<file path="config.mk">
export PLATFORM = sky130hd
export DESIGN_NAME = dssl_drive_ctrl
export DESIGN_NICKNAME = d
export VERILOG_FILES = /design/src/hdl/dssl_pkg.sv /design/src/hdl/dssl_drive_ctrl.sv
export VERILOG_INCLUDE_DIRS = /design/src /design/src/hdl
export SDC_FILE = /design/constraint.sdc
export NUM_CORES = 1
export LEC_CHECK = 0
export ABC_AREA = 1
export BUFFER_PORTS_ARGS = -buffer_cell sky130_fd_sc_hd__clkbuf_2
export CAP_MARGIN = 20
export CORE_ASPECT_RATIO = 0.9
export CORE_MARGIN = 2
export CORE_UTILIZATION = 35
export DETAILED_ROUTE_END_ITERATION = 10
export REMOVE_ABC_BUFFERS = 1
export SYNTH_ARGS = -nofsm -noshare
export SYNTH_HDL_FRONTEND = slang
export SYNTH_SLANG_ARGS = --single-unit
</file>
<file path="constraint.sdc">
create_clock -name clock -period 3.15 [get_ports clock]
set_clock_uncertainty 0.2 [all_clocks]
set_input_delay 0.1575 -clock clock [delete_from_list [all_inputs] [get_ports clock]]
set_output_delay 0.1575 -clock clock [all_outputs]
set_load 0.05 [all_outputs]
</file>
<file path="src/hdl/dssl_cfg.svh">
// Constants for the drive start/stop and speed select block
// What this block does
// - While jogging, stop commands are ignored; only opening the jog contact or an overload trip stops.
// - All three selector inputs power up with function code 01, no function.
// - Two-wire scheme: run while run/stop contact closed, stop when it opens.
// - Closed analog-selecting input makes the setpoint follow that analog reference.
// - Open analog-selecting input falls back to the standard speed source.
// - Alternate two-wire: run forward while forward contact closed, stop on open.
// - Forward and reverse run contacts both closed means stop.
// - Reverse through selector A only when direction setting allows both ways.
// - Three-wire: start on momentary start closure, stop on momentary stop opening.
// - Three-wire: selector direction change while running waits for the next start; withdrawn permission drops reverse at once.
// - All selectors open means follow the standard speed source.
// - Continuously accumulate a current-squared-times-time heating estimate.
// - At 180 percent current the estimator trips after about 32 seconds.
// - At 150 percent current the estimator trips after about 60 seconds.
// - Never trip while current stays at or below 110 percent.
// - Thermal state clears whenever power is removed.
// - Base frequency limited to 30..129 Hz, maximum to minimum..120 Hz.
// - Seven preset speeds selectable by distinct selector combinations.
// - Among speed selectors closed together, the highest-lettered one wins.
`ifndef DSSL_CFG_SVH
`define DSSL_CFG_SVH

// ************************************************************
// Selector function codes
// ************************************************************
`define DSSL_FN_NONE 8'h01
`define DSSL_FN_V10 8'h02
`define DSSL_FN_MA20 8'h03
`define DSSL_FN_PRESET 8'h04
`define DSSL_FN_RUN_REV 8'h05
`define DSSL_FN_START_REV 8'h06
`define DSSL_FN_JOG_FWD 8'h07
`define DSSL_FN_JOG_REV 8'h08

// ************************************************************
// Debounce timing
// ************************************************************
`define DSSL_CLK_HZ 50000000
`define DSSL_DEBOUNCE_MS 10
`define DSSL_DEBOUNCE_CYC ((`DSSL_CLK_HZ / 1000) * `DSSL_DEBOUNCE_MS)

// ************************************************************
// Overload estimator: current in percent of nominal, one step per ms
// ************************************************************
`define DSSL_OL_TICK_CYC (`DSSL_CLK_HZ / 1000)
`define DSSL_OL_KNEE_PCT 110
`define DSSL_OL_TRIP_180_MS 32000
`define DSSL_OL_TRIP_150_MS 60000
// Heat per ms is I^2 - knee^2; threshold fitted near both trip points
`define DSSL_OL_TRIP_LEVEL 40'h00_269F_B200

// ************************************************************
// Frequency limits in 0.1 Hz
// ************************************************************
`define DSSL_BASE_MIN 16'h012C
`define DSSL_BASE_MAX 16'h050A
`define DSSL_FMAX_MAX 16'h04B0

`endif

</file>
<file path="src/hdl/dssl_pkg.sv">
// Types for the drive start/stop and speed select block
package dssl_pkg;

	typedef enum logic [1:0] {
		DSSL_TWO_WIRE = 2'b00,
		DSSL_ALT_TWO_WIRE = 2'b01,
		DSSL_THREE_WIRE = 2'b10
	} dssl_scheme_e;

	typedef enum logic [2:0] {
		DSSL_SRC_STANDARD = 3'b000,
		DSSL_SRC_V10 = 3'b001,
		DSSL_SRC_MA20 = 3'b010,
		DSSL_SRC_PRESET = 3'b011,
		DSSL_SRC_JOG = 3'b100
	} dssl_src_e;

	typedef enum logic [1:0] {
		DSSL_ST_STOP = 2'b00,
		DSSL_ST_RUN = 2'b01,
		DSSL_ST_JOG = 2'b10,
		DSSL_ST_FAULT = 2'b11
	} dssl_state_e;

	typedef struct packed {
		logic run_stop_contact;
		logic forward_start_contact;
		logic selector_input_a;
		logic selector_input_b;
		logic selector_input_c;
	} dssl_contacts_s;

	typedef struct packed {
		logic running;
		logic reverse;
		dssl_src_e speed_src;
		logic [2:0] preset_sel;
		logic overload_fault;
	} dssl_status_s;

endpackage

</file>
<file path="src/hdl/dssl_drive_ctrl.sv">
// Start/stop, direction, speed-source and overload logic of the drive
`include "dssl_cfg.svh"
module dssl_drive_ctrl
	import dssl_pkg::*;
#(
	parameter int DEBOUNCE_CYC = `DSSL_DEBOUNCE_CYC,
	parameter int OL_TICK_CYC = `DSSL_OL_TICK_CYC
) (
	input wire logic clock,
	input wire logic rst_n,
	input wire dssl_contacts_s contacts,
	input wire dssl_scheme_e scheme,
	input wire logic fwd_rev_allowed,
	input wire logic [7:0] selector_fn_a,
	input wire logic [7:0] selector_fn_b,
	input wire logic [7:0] selector_fn_c,
	input wire logic selector_fn_load,
	input wire logic stop_cmd,
	input wire logic [7:0] motor_current_pct,
	input wire logic [15:0] base_freq_req,
	input wire logic [15:0] max_freq_req,
	input wire logic [15:0] min_freq,
	output dssl_status_s status,
	output logic [15:0] base_freq,
	output logic [15:0] max_freq,
	output logic [7:0] selector_fn_a_q,
	output logic [7:0] selector_fn_b_q,
	output logic [7:0] selector_fn_c_q
);

	// ************************************************************
	// Contact synchronizers and debounce
	// ************************************************************
	localparam int NC = 5;
	localparam int DBW = $clog2(DEBOUNCE_CYC + 1);
	logic [NC-1:0] sync1;
	logic [NC-1:0] sync2;
	logic [NC-1:0] clean;
	logic [NC-1:0] clean_d;

	genvar gi;
	generate
		for (gi = 0; gi < NC; gi++) begin : g_db
			logic [DBW-1:0] cnt;
			always_ff @(posedge clock or negedge rst_n) begin
				if (!rst_n) begin
					sync1[gi] <= 1'b0;
					sync2[gi] <= 1'b0;
					clean[gi] <= 1'b0;
					cnt <= '0;
				end else begin
					sync1[gi] <= contacts[gi];
					sync2[gi] <= sync1[gi];
					// Hold-off: accept a level only once it stays for the full window
					if (sync2[gi] == clean[gi]) begin
						cnt <= '0;
					end else if (cnt == DBW'(DEBOUNCE_CYC - 1)) begin
						cnt <= '0;
						clean[gi] <= sync2[gi];
					end else begin
						cnt <= cnt + 1'b1;
					end
				end
			end
		end
	endgenerate

	always_ff @(posedge clock or negedge rst_n) begin
		if (!rst_n) begin
			clean_d <= '0;
		end else begin
			clean_d <= clean;
		end
	end

	// Bit order follows the struct: c,b,a,fwd,run from bit 0 upward
	wire sel_c = clean[0];
	wire sel_b = clean[1];
	wire sel_a = clean[2];
	wire fwd_c = clean[3];
	wire run_c = clean[4];
	wire fwd_rise = clean[3] & ~clean_d[3];
	wire run_fall = ~clean[4] & clean_d[4];

	// ************************************************************
	// Selector function codes
	// ************************************************************
	always_ff @(posedge clock or negedge rst_n) begin
		if (!rst_n) begin
			selector_fn_a_q <= `DSSL_FN_NONE;
			selector_fn_b_q <= `DSSL_FN_NONE;
			selector_fn_c_q <= `DSSL_FN_NONE;
		end else if (selector_fn_load) begin
			selector_fn_a_q <= selector_fn_a;
			selector_fn_b_q <= selector_fn_b;
			selector_fn_c_q <= selector_fn_c;
		end
	end

	wire a_rev_fn = (selector_fn_a_q == `DSSL_FN_RUN_REV) | (selector_fn_a_q == `DSSL_FN_START_REV);
	wire rev_req = a_rev_fn & sel_a & fwd_rev_allowed;
	wire jog_fn = (selector_fn_b_q == `DSSL_FN_JOG_FWD) | (selector_fn_b_q == `DSSL_FN_JOG_REV);
	wire jog_req = jog_fn & sel_b;
	wire jog_rev = (selector_fn_b_q == `DSSL_FN_JOG_REV) & fwd_rev_allowed;

	// ************************************************************
	// Speed source selection, highest letter wins
	// ************************************************************
	function automatic logic is_speed_fn(input logic [7:0] fn);
		is_speed_fn = (fn == `DSSL_FN_V10) | (fn == `DSSL_FN_MA20) | (fn == `DSSL_FN_PRESET);
	endfunction

	function automatic dssl_src_e fn_src(input logic [7:0] fn);
		fn_src = (fn == `DSSL_FN_V10) ? DSSL_SRC_V10 : (fn == `DSSL_FN_MA20) ? DSSL_SRC_MA20 : DSSL_SRC_PRESET;
	endfunction

	wire act_a = sel_a & is_speed_fn(selector_fn_a_q);
	wire act_b = sel_b & is_speed_fn(selector_fn_b_q);
	wire act_c = sel_c & is_speed_fn(selector_fn_c_q);
	wire pre_a = act_a & (selector_fn_a_q == `DSSL_FN_PRESET);
	wire pre_b = act_b & (selector_fn_b_q == `DSSL_FN_PRESET);
	wire pre_c = act_c & (selector_fn_c_q == `DSSL_FN_PRESET);
	// Combination of closed preset selectors names one of seven presets
	wire [2:0] preset_code = {pre_c, pre_b, pre_a};
	wire dssl_src_e analog_src = act_c ? fn_src(selector_fn_c_q) : act_b ? fn_src(selector_fn_b_q) :
		fn_src(selector_fn_a_q);
	wire dssl_src_e next_src = jog_req ? DSSL_SRC_JOG :
		(preset_code != 3'b000) && (analog_src == DSSL_SRC_PRESET) ? DSSL_SRC_PRESET :
		(act_a | act_b | act_c) ? analog_src :
		DSSL_SRC_STANDARD;

	// ************************************************************
	// Overload estimator
	// ************************************************************
	localparam int TKW = $clog2(OL_TICK_CYC + 1);
	logic [TKW-1:0] tick_cnt;
	logic [39:0] heat;
	logic ol_trip;
	wire ol_tick = (tick_cnt == TKW'(OL_TICK_CYC - 1));
	wire [15:0] i_sq = 16'(motor_current_pct) * 16'(motor_current_pct);
	wire [15:0] knee_sq = 16'(`DSSL_OL_KNEE_PCT * `DSSL_OL_KNEE_PCT);
	wire above_knee = i_sq > knee_sq;
	wire [15:0] heat_inc = above_knee ? (i_sq - knee_sq) : 16'h0000;
	wire [15:0] heat_dec = above_knee ? 16'h0000 : (knee_sq - i_sq);
	wire [39:0] heat_add = heat + 40'(heat_inc);
	wire [39:0] next_heat = above_knee ? heat_add : (heat > 40'(heat_dec)) ? heat - 40'(heat_dec) : 40'h00_0000_0000;

	// Reset stands in for power removal: the estimate restarts cold
	always_ff @(posedge clock or negedge rst_n) begin
		if (!rst_n) begin
			tick_cnt <= '0;
			heat <= '0;
			ol_trip <= 1'b0;
		end else begin
			tick_cnt <= ol_tick ? '0 : tick_cnt + 1'b1;
			if (ol_tick) begin
				heat <= next_heat;
				if (next_heat >= `DSSL_OL_TRIP_LEVEL) begin
					ol_trip <= 1'b1;
				end
			end
		end
	end

	// ************************************************************
	// Run state machine
	// ************************************************************
	dssl_state_e state;
	dssl_state_e next_state;
	logic rev;
	logic next_rev;
	wire two_run = run_c;
	wire alt_fwd = fwd_c & ~(rev_req);
	wire alt_both = fwd_c & a_rev_fn & sel_a;
	wire three_start = fwd_rise & run_c;

	always_comb begin
		next_state = state;
		next_rev = rev;
		unique case (state)
			DSSL_ST_STOP: begin
				if (jog_req) begin
					next_state = DSSL_ST_JOG;
					next_rev = jog_rev;
				end else if (scheme == DSSL_TWO_WIRE && two_run && !stop_cmd) begin
					next_state = DSSL_ST_RUN;
					next_rev = rev_req;
				end else if (scheme == DSSL_ALT_TWO_WIRE && !alt_both && !stop_cmd && (alt_fwd | rev_req)) begin
					next_state = DSSL_ST_RUN;
					next_rev = rev_req;
				end else if (scheme == DSSL_THREE_WIRE && three_start && !stop_cmd) begin
					next_state = DSSL_ST_RUN;
					next_rev = rev_req;
				end
			end
			DSSL_ST_RUN: begin
				if (jog_req) begin
					next_state = DSSL_ST_JOG;
					next_rev = jog_rev;
				end else if (stop_cmd) begin
					next_state = DSSL_ST_STOP;
				end else if (scheme == DSSL_TWO_WIRE) begin
					if (!two_run) begin
						next_state = DSSL_ST_STOP;
					end
				end else if (scheme == DSSL_ALT_TWO_WIRE) begin
					if (alt_both || !(alt_fwd | rev_req)) begin
						next_state = DSSL_ST_STOP;
					end
				end else if (run_fall || !run_c) begin
					next_state = DSSL_ST_STOP;
				end else if (three_start) begin
					next_rev = rev_req;
				end
			end
			DSSL_ST_JOG: begin
				// Stop commands have no effect here; only the jog contact or an overload trip ends it
				if (!jog_req) begin
					next_state = DSSL_ST_STOP;
				end
			end
			DSSL_ST_FAULT: begin
				next_state = DSSL_ST_FAULT;
			end
		endcase
		if (ol_trip) begin
			next_state = DSSL_ST_FAULT;
		end
		// Withdrawn permission drops reverse at once, even in the middle of a run
		if (!fwd_rev_allowed) begin
			next_rev = 1'b0;
		end
	end

	always_ff @(posedge clock or negedge rst_n) begin
		if (!rst_n) begin
			state <= DSSL_ST_STOP;
			rev <= 1'b0;
		end else begin
			state <= next_state;
			rev <= next_rev;
		end
	end

	// ************************************************************
	// Frequency limits and outputs
	// ************************************************************
	wire [15:0] base_lo = (base_freq_req < `DSSL_BASE_MIN) ? `DSSL_BASE_MIN : base_freq_req;
	wire [15:0] next_base = (base_lo > `DSSL_BASE_MAX) ? `DSSL_BASE_MAX : base_lo;
	wire [15:0] fmax_lo = (max_freq_req < min_freq) ? min_freq : max_freq_req;
	wire [15:0] next_fmax = (fmax_lo > `DSSL_FMAX_MAX) ? `DSSL_FMAX_MAX : fmax_lo;

	always_ff @(posedge clock or negedge rst_n) begin
		if (!rst_n) begin
			status <= '0;
			base_freq <= `DSSL_BASE_MIN;
			max_freq <= 16'h0000;
		end else begin
			status.running <= (next_state == DSSL_ST_RUN) | (next_state == DSSL_ST_JOG);
			status.reverse <= next_rev;
			status.speed_src <= next_src;
			status.preset_sel <= preset_code;
			status.overload_fault <= ol_trip;
			base_freq <= next_base;
			max_freq <= next_fmax;
		end
	end
endmodule

</file>
==> results of run 1 <==
## metrics by stage
step,area [um2],instances
5_1_grt,27200,3916
4_1_cts,25900,3882
3_3_place_gp,21600,3675
3_5_place_dp,21600,3675
2_1_floorplan,17400,2511
6_report,27200,3916
## worst max-delay path, delay by kind of cell
kind                       cells  cell delay (ns)
buffers and inverters          8             0.79
AOI/OAI and AO/OA              5             0.64
and+or+nand+nor               24             2.34
adders and majority gates      6             2.60
## per-layer routing
layer / GRT usage / vias up / wire length, um
li1: - / 9586 / -
met1: 0.314 / 9505 / 27400
met2: 0.381 / 629 / 29400
met3: 0.0380 / 118 / 4270
met4: 0.0478 / 0 / 1560
met5: 0 / - / 0
## cell families (layout without fill, tap and decap cells)
logic type	Yosys count	after routing	synth area share
buf+inv	439	1124	0.0962
simple gates	1353	1356	0.335
xor+xnor	74	74	0.0369
mux	8	8	0.00512
flops	235	235	0.335
other cells	2	11	0.000427
compound gates	327	327	0.102
fa+ha+maj	110	110	0.0894
## repair_timing
| item | 4_1_cts | 5_1_grt |
|---|---|---|
| setup endpoints to repair | 41 | 51 |
| pin swaps | 157 | 116 |
| hold buffers | 86 | 0 |
| hold endpoints to repair | 282 | 0 |
| buffers inserted | 78 | 38 |
| gates resized for setup | 477 | 245 |
| cloned | 2 | 1 |
## cell usage after synthesis, types with 3 or more instances
cell type  instances
nor3_1            79
nor2_2             4
nand2_1          601
o41ai_1            3
a21boi_0           3
a211oi_1           7
nand2_2           19
buf_2              7
and3_1            15
nor2_4             3
nand3_1          123
nor3b_1           17
dfstp_2            7
a31oi_1           11
buf_6              4
nor2_1           359
inv_1            381
nor4_1            32
o21bai_1           6
fa_1              26
mux2_2             8
o21ai_1            7
nand3b_1           9
o21ai_0          115
o211ai_1           6
clkinv_1           4
nand3_2            3
a21oi_1          144
nand2_4            5
clkbuf_1          31
or2_2              7
ha_1              84
nand4_1           75
inv_2              8
xnor2_1           13
xor2_1            61
o21a_1            10
dfrtp_1          228
a21o_1             4
## power breakdown
group / total, mW / internal (mW) / switching, mW
logic: 25.1 / 11.8 / 13.3
clock network: 3.29 / 1.97 / 1.32
registers: 3.25 / 3.12 / 0.128
## flip-flops by register name (all words and copies together) (netlist names), 9 cells and up
| register | cells |
|---|---|
| tick_cnt | 16 |
| heat | 40 |
| max_freq | 16 |
| base_freq | 16 |
| status | 9 |
| g_db.cnt | 95 |
## cell type report
cell class	count	area (um2)	area share
multi-input cells	1886	12600	0.465
inverters	393	1500	0.0550
clock inverters	13	186	0.00686
well taps	671	840	0.0309
flip-flops and latches	235	5890	0.217
clock buffers	35	734	0.0270
repair buffers	683	5410	0.199
## final timing paths
check / start / to / slack, ns / cells after the start
worst max-delay path: motor_current_pct[5] / ol_trip$_DFFE_PN0P_ / -3.19 / 43
worst min-delay path: scheme[0] / state[0]$_DFF_PN0_ / 0.01 / 6
worst max register to register: heat[14]$_DFFE_PN0N_ / ol_trip$_DFFE_PN0P_ / -0.14 / 20
worst min register to register: sync1[1]$_DFF_PN0_ / sync2[1]$_DFF_PN0_ / 0.15 / 0
max in group asynchronous: rst_n / base_freq[5]$_DFF_PN1_ / 1.75 / 4
min in group asynchronous: rst_n / g_db[4].cnt[12]$_DFF_PN0_ / 0.52 / 4
==> metrics, run 1 <==
status=complete, but fails checks; failing checks=negative setup slack; Avg Cell Area, Syn=6.90 um2; Initial Utilization=0.356; drt via density=5.07; Synth Warn #=0; pre-CTS setup slack=-4.05 ns; CP startpoint kind=input port; Final HPWL DP=approximately 44 mm; total grt overflow=0; setup violators final=41; Tot GR Track Use=0.229; initial antenna violation count=0; H-tree depth=1; post-synth top area share=0.325; crit end category=flip-flop; largest net degree at the start of global routing=between 70 and 80; I/O pin cnt=157; EDFF count, synth=0; chip width=240 um; nets@finish=3427; WHS=0.0139 ns; drt wl/cell=16.0 um; clock buffer depth=3; die area=approximately 52000 um2; Final WS setup=-3.19 ns; Hold WC Path Type=in2reg; top post-synthesis cells by area=dfrtp_1 (32%), nand2_1 (13%), inv_1 (8.1%); highest clock rate=158 MHz; final hold violations=0; CTS clk-pin slew, worst paths=0.06 ns; WP data required=3.39 ns; # fillers=approximately 4300; Pwr Total=about 32 mW; Critical Path AT=6.57 ns; period utilization=2.01; Netlist Area Pre-Place=17600 um2; CP max stage cell=fa_1; sequential area share after synthesis=0.335; Slew Limit Fails=0; Gate Count Post-Synth=2548; clock root buffer=clkbuf_16; leakage power=13.1 nW; DRT Pass-1 Iters=5; Setup TNS=-111.06 ns; CP Class=in2reg; vias in the first global route=19600; most frequent CP cell=nand2_1; row cnt=77; RSZ-0062 raised after global routing=yes; DR vias=roughly 20000; total wire length=62.7 mm; Worst slew margin=0.454; Synth cell types=54; Synth Register Bits=235; IO Port Bufs=around 160; commonest non-fill, non-tap cells in the layout=nand2_1 (466), buf_4 (363), inv_1 (350); clock latency on the worst-skew pair=0.56 ns; slowest cell delay on critical path=0.56 ns; layout cells sized above 1=0.353; Util after Layout=0.551; post-synthesis async set-or-reset flop share=1.00; Critical Path Fanout Max=5; CTS Buf Count=26; CTS tree=yes; Max Cap Viol=0; PwrDens=between 1000 and 1500 nW/um2; Chip Height=217 um; ANT cells=0; drt drc=0; Placer Congestion=just under 1; Period minus WS final=~6.3 ns; initial DRC count=around 1400; Synth Flop Type=dfrtp_1; largest area contributor in the netlist=dfrtp_1; most common cell after layout, fill and taps aside=nand2_1; Peak supply drop=1.04 mV; synth-to-layout area growth=54.7%; clk sink count=235; core area=approximately 50000 um2; Worst-Margin Slew=0.810 ns; first-pass GRT wire length=98.1 mm; Post-DRT Antenna Nets=0
Power figures use the tool's default switching activity.
==> run 2, diff against run 1 <==
Settings changed: ABC_AREA 1 to 0.
==> run 2 against run 1 <==
Net effect: the flow still finishes with violations (negative setup slack); final cell count shrank 23%; first-iteration DRC count shrank 30%; critical path depth shrank 9; via count shrank 23%; sequential cell count is the same; critical endpoint unchanged.
==> metrics, run 2 <==
Synth cell types=94 (+74%); CTS Buf Count=28 (+7.7%); initial antenna violation count=0 (unchanged); vias in the first global route=15600 (-20%); synth-to-layout area growth=48.3%; Gate Count Post-Synth=1793 (-30%); Initial Utilization=0.353 (-0.00381); chip width=229 um (-4.8%); CTS tree=yes; PwrDens=985 nW/um2 (-15%); row cnt=74 (-3.9%); Synth Warn #=0 (unchanged); drt drc=0 (unchanged); sequential area share after synthesis=0.370 (+0.0354); final hold violations=0 (unchanged); leakage power=10.5 nW (-20%); status=complete, but fails checks; post-synthesis async set-or-reset flop share=1.00 (unchanged); most frequent cell after synthesis=dfrtp_1; initial DRC count=973 (-30%); CTS clk-pin slew, worst paths=0.06 ns (about the same); layout cells sized above 1=0.361 (+0.00863); Largest regs=g_db.cnt x95, heat x40; Peak supply drop=0.834 mV (-20%); CP startpoint kind=input port; Tot GR Track Use=0.192 (-0.0372); drt via density=5.08 (+0.32%); period utilization=2.24 (+0.225); drt wl/cell=15.7 um (-2.1%); EDFF count, synth=0 (unchanged); H-tree depth=1 (unchanged); crit end category=flip-flop; Synth Flop Type=dfrtp_1; most common cell after layout, fill and taps aside=buf_4; Slew Limit Fails=0 (unchanged); WHS=0.0188 ns (+0.00489 ns); total wire length=47.0 mm (-25%); Chip Height=206 um (-4.8%); Worst slew margin=0.546 (+0.0916); first-pass GRT wire length=76.4 mm (-22%); Final WS setup=-3.90 ns (-0.710 ns); slowest cell delay on critical path=0.51 ns (-0.05 ns); Placer Congestion=0.906 (-8.5%); setup violators final=43 (+4.9%); Final HPWL DP=31.8 mm (-27%); Commonest cells post-synth=dfrtp_1 (228), nor2_1 (217), nand2_1 (171); largest area contributor in the netlist=dfrtp_1; pre-CTS setup slack=-4.93 ns (-0.879 ns); top post-synthesis cells by area=dfrtp_1 (36%), ha_1 (6.6%), nor2_1 (5.1%); failing checks=negative setup slack; Reg with most FFs=g_db.cnt; WP data required=3.39 ns (about the same); Period minus WS final=7.05 ns (+0.710 ns); commonest non-fill, non-tap cells in the layout=buf_4 (304), dfrtp_1 (228), nor2_1 (197); Critical Path Fanout Max=7 (+2); core area=45100 um2 (-8.6%); clock buffer depth=3 (unchanged); DRT Pass-1 Iters=6 (+1); RSZ-0062 raised after global routing=yes; Crit path max-delay family=compound AO/OA/AOI/OAI gates; Hold WC Path Type=in2reg; CP Class=in2reg; ANT cells=0 (unchanged); Post-DRT Antenna Nets=0 (unchanged); clock latency on the worst-skew pair=0.56 ns (about the same); Critical Path AT=7.28 ns (+0.71 ns); clk sink count=235 (unchanged); clock root buffer=clkbuf_16; Netlist Area Pre-Place=15900 um2 (-9.6%); total grt overflow=0 (unchanged); nets@finish=2575 (-25%); most frequent CP cell=buf_6; Util after Layout=0.523 (-0.0283); Avg Cell Area, Syn=8.87 um2 (+29%); I/O pin cnt=157 (unchanged); Synth Register Bits=235 (unchanged); post-synth top area share=0.359 (+0.0343); largest net degree at the start of global routing=73 (-5.2%); Max Cap Viol=0 (unchanged); max reg flops=95 (unchanged); Worst Path Buf+Inv=7 (-1); die area=47100 um2 (-9.4%); Worst-Margin Slew=0.675 ns (-0.135 ns); IO Port Bufs=156 (unchanged); DR vias=15300 (-23%); highest clock rate=142 MHz (-10%); CP max stage cell=fa_1
[run 2: cell count changes after synthesis, sizes merged, moves of 24 or more]
cell	delta
a21o	+24
nand2	-454
and2	+35
a21oi	-37
nand3	-54
o21ai	-46
nor3	-30
or3	+34
nand4	-56
xnor2	+65
inv	-304
nor2	-149
[run 2: logic make-up (layout without fill, tap and decap cells)]
logic type,Yosys count,count (layout),synth area share
compound gates,333,333,0.137
xor+xnor,154,154,0.0848
fa+ha+maj,110,110,0.0988
buf+inv,152,745,0.0402
flops,235,235,0.370
mux,50,50,0.0342
other cells,2,11,0.000472
simple gates,757,757,0.234
[run 2: per-layer routing]
layer  vias to the layer above  share of wire  global-route usage
met2                       383           0.48               0.332
met3                        90          0.041              0.0279
met5                         -              0                   0
met1                      7349           0.45               0.252
li1                       7440              -                   -
met4                         0          0.024              0.0532
[run 2: report_power, final]
part	switching (mW)	internal, mW	total (mW)
combinational	8.18	8.49	16.7
clock	1.34	2.03	3.37
sequential	0.0869	3.11	3.20
[run 2: final cells by class]
cell class / count / area [um2]
fillers: 3953 / 21500
clock buffers: 39 / 802
well taps: 608 / 761
clock inverters: 13 / 161
repair buffers: 608 / 4790
multi-input cells: 1415 / 10900
flip-flops and latches: 235 / 5890
inverters: 85 / 319
[run 2: through the flow]
step           instances  cell area [um2]  TNS (ns)  total power [mW]
6_report            3003            23600   -134.68              23.2
5_1_grt             3003            23600   -144.71              24.7
4_1_cts             2973            22600   -126.57              21.3
3_5_place_dp        2790            19400   -175.09              15.7
3_3_place_gp        2790            19400   -166.17              15.5
2_1_floorplan       1735            15600   -211.21              9.92
[run 2: path summary, 6_finish.rpt]
path,from,end,slack (ns),cells after the start
max in group asynchronous,rst_n,heat[21]$_DFFE_PN0N_,1.59,4
min in group asynchronous,rst_n,selector_fn_c_q[0]$_DFFE_PN1P_,0.54,3
setup / recovery,motor_current_pct[2],ol_trip$_DFFE_PN0P_,-3.90,34
hold / removal,min_freq[11],max_freq[0]$_DFF_PN0_,0.02,6
setup reg to reg,heat[0]$_DFFE_PN0N_,ol_trip$_DFFE_PN0P_,-0.81,19
hold reg to reg,sync1[3]$_DFF_PN0_,sync2[3]$_DFF_PN0_,0.15,0
[run 2: worst register-to-register path: cells and delay by family (launching register included)]
| family | cells | cell delay, ns |
|---|---|---|
| AOI/OAI and AO/OA | 9 | 1.70 |
| buffers and inverters | 5 | 0.56 |
| and+or+nand+nor | 3 | 0.51 |
| adders and majority gates | 2 | 0.48 |
| DFF | 1 | 0.39 |
[run 2: timing repair]
action                                  in CTS  in global routing
cloned                                       2                  2
hold buffers                                87                  7
pin swaps                                   88                 78
endpoints found under the setup margin      41                 49
setup buffers                               46                 38
gates resized for setup                    213                177
hold endpoints to repair                   285                  4
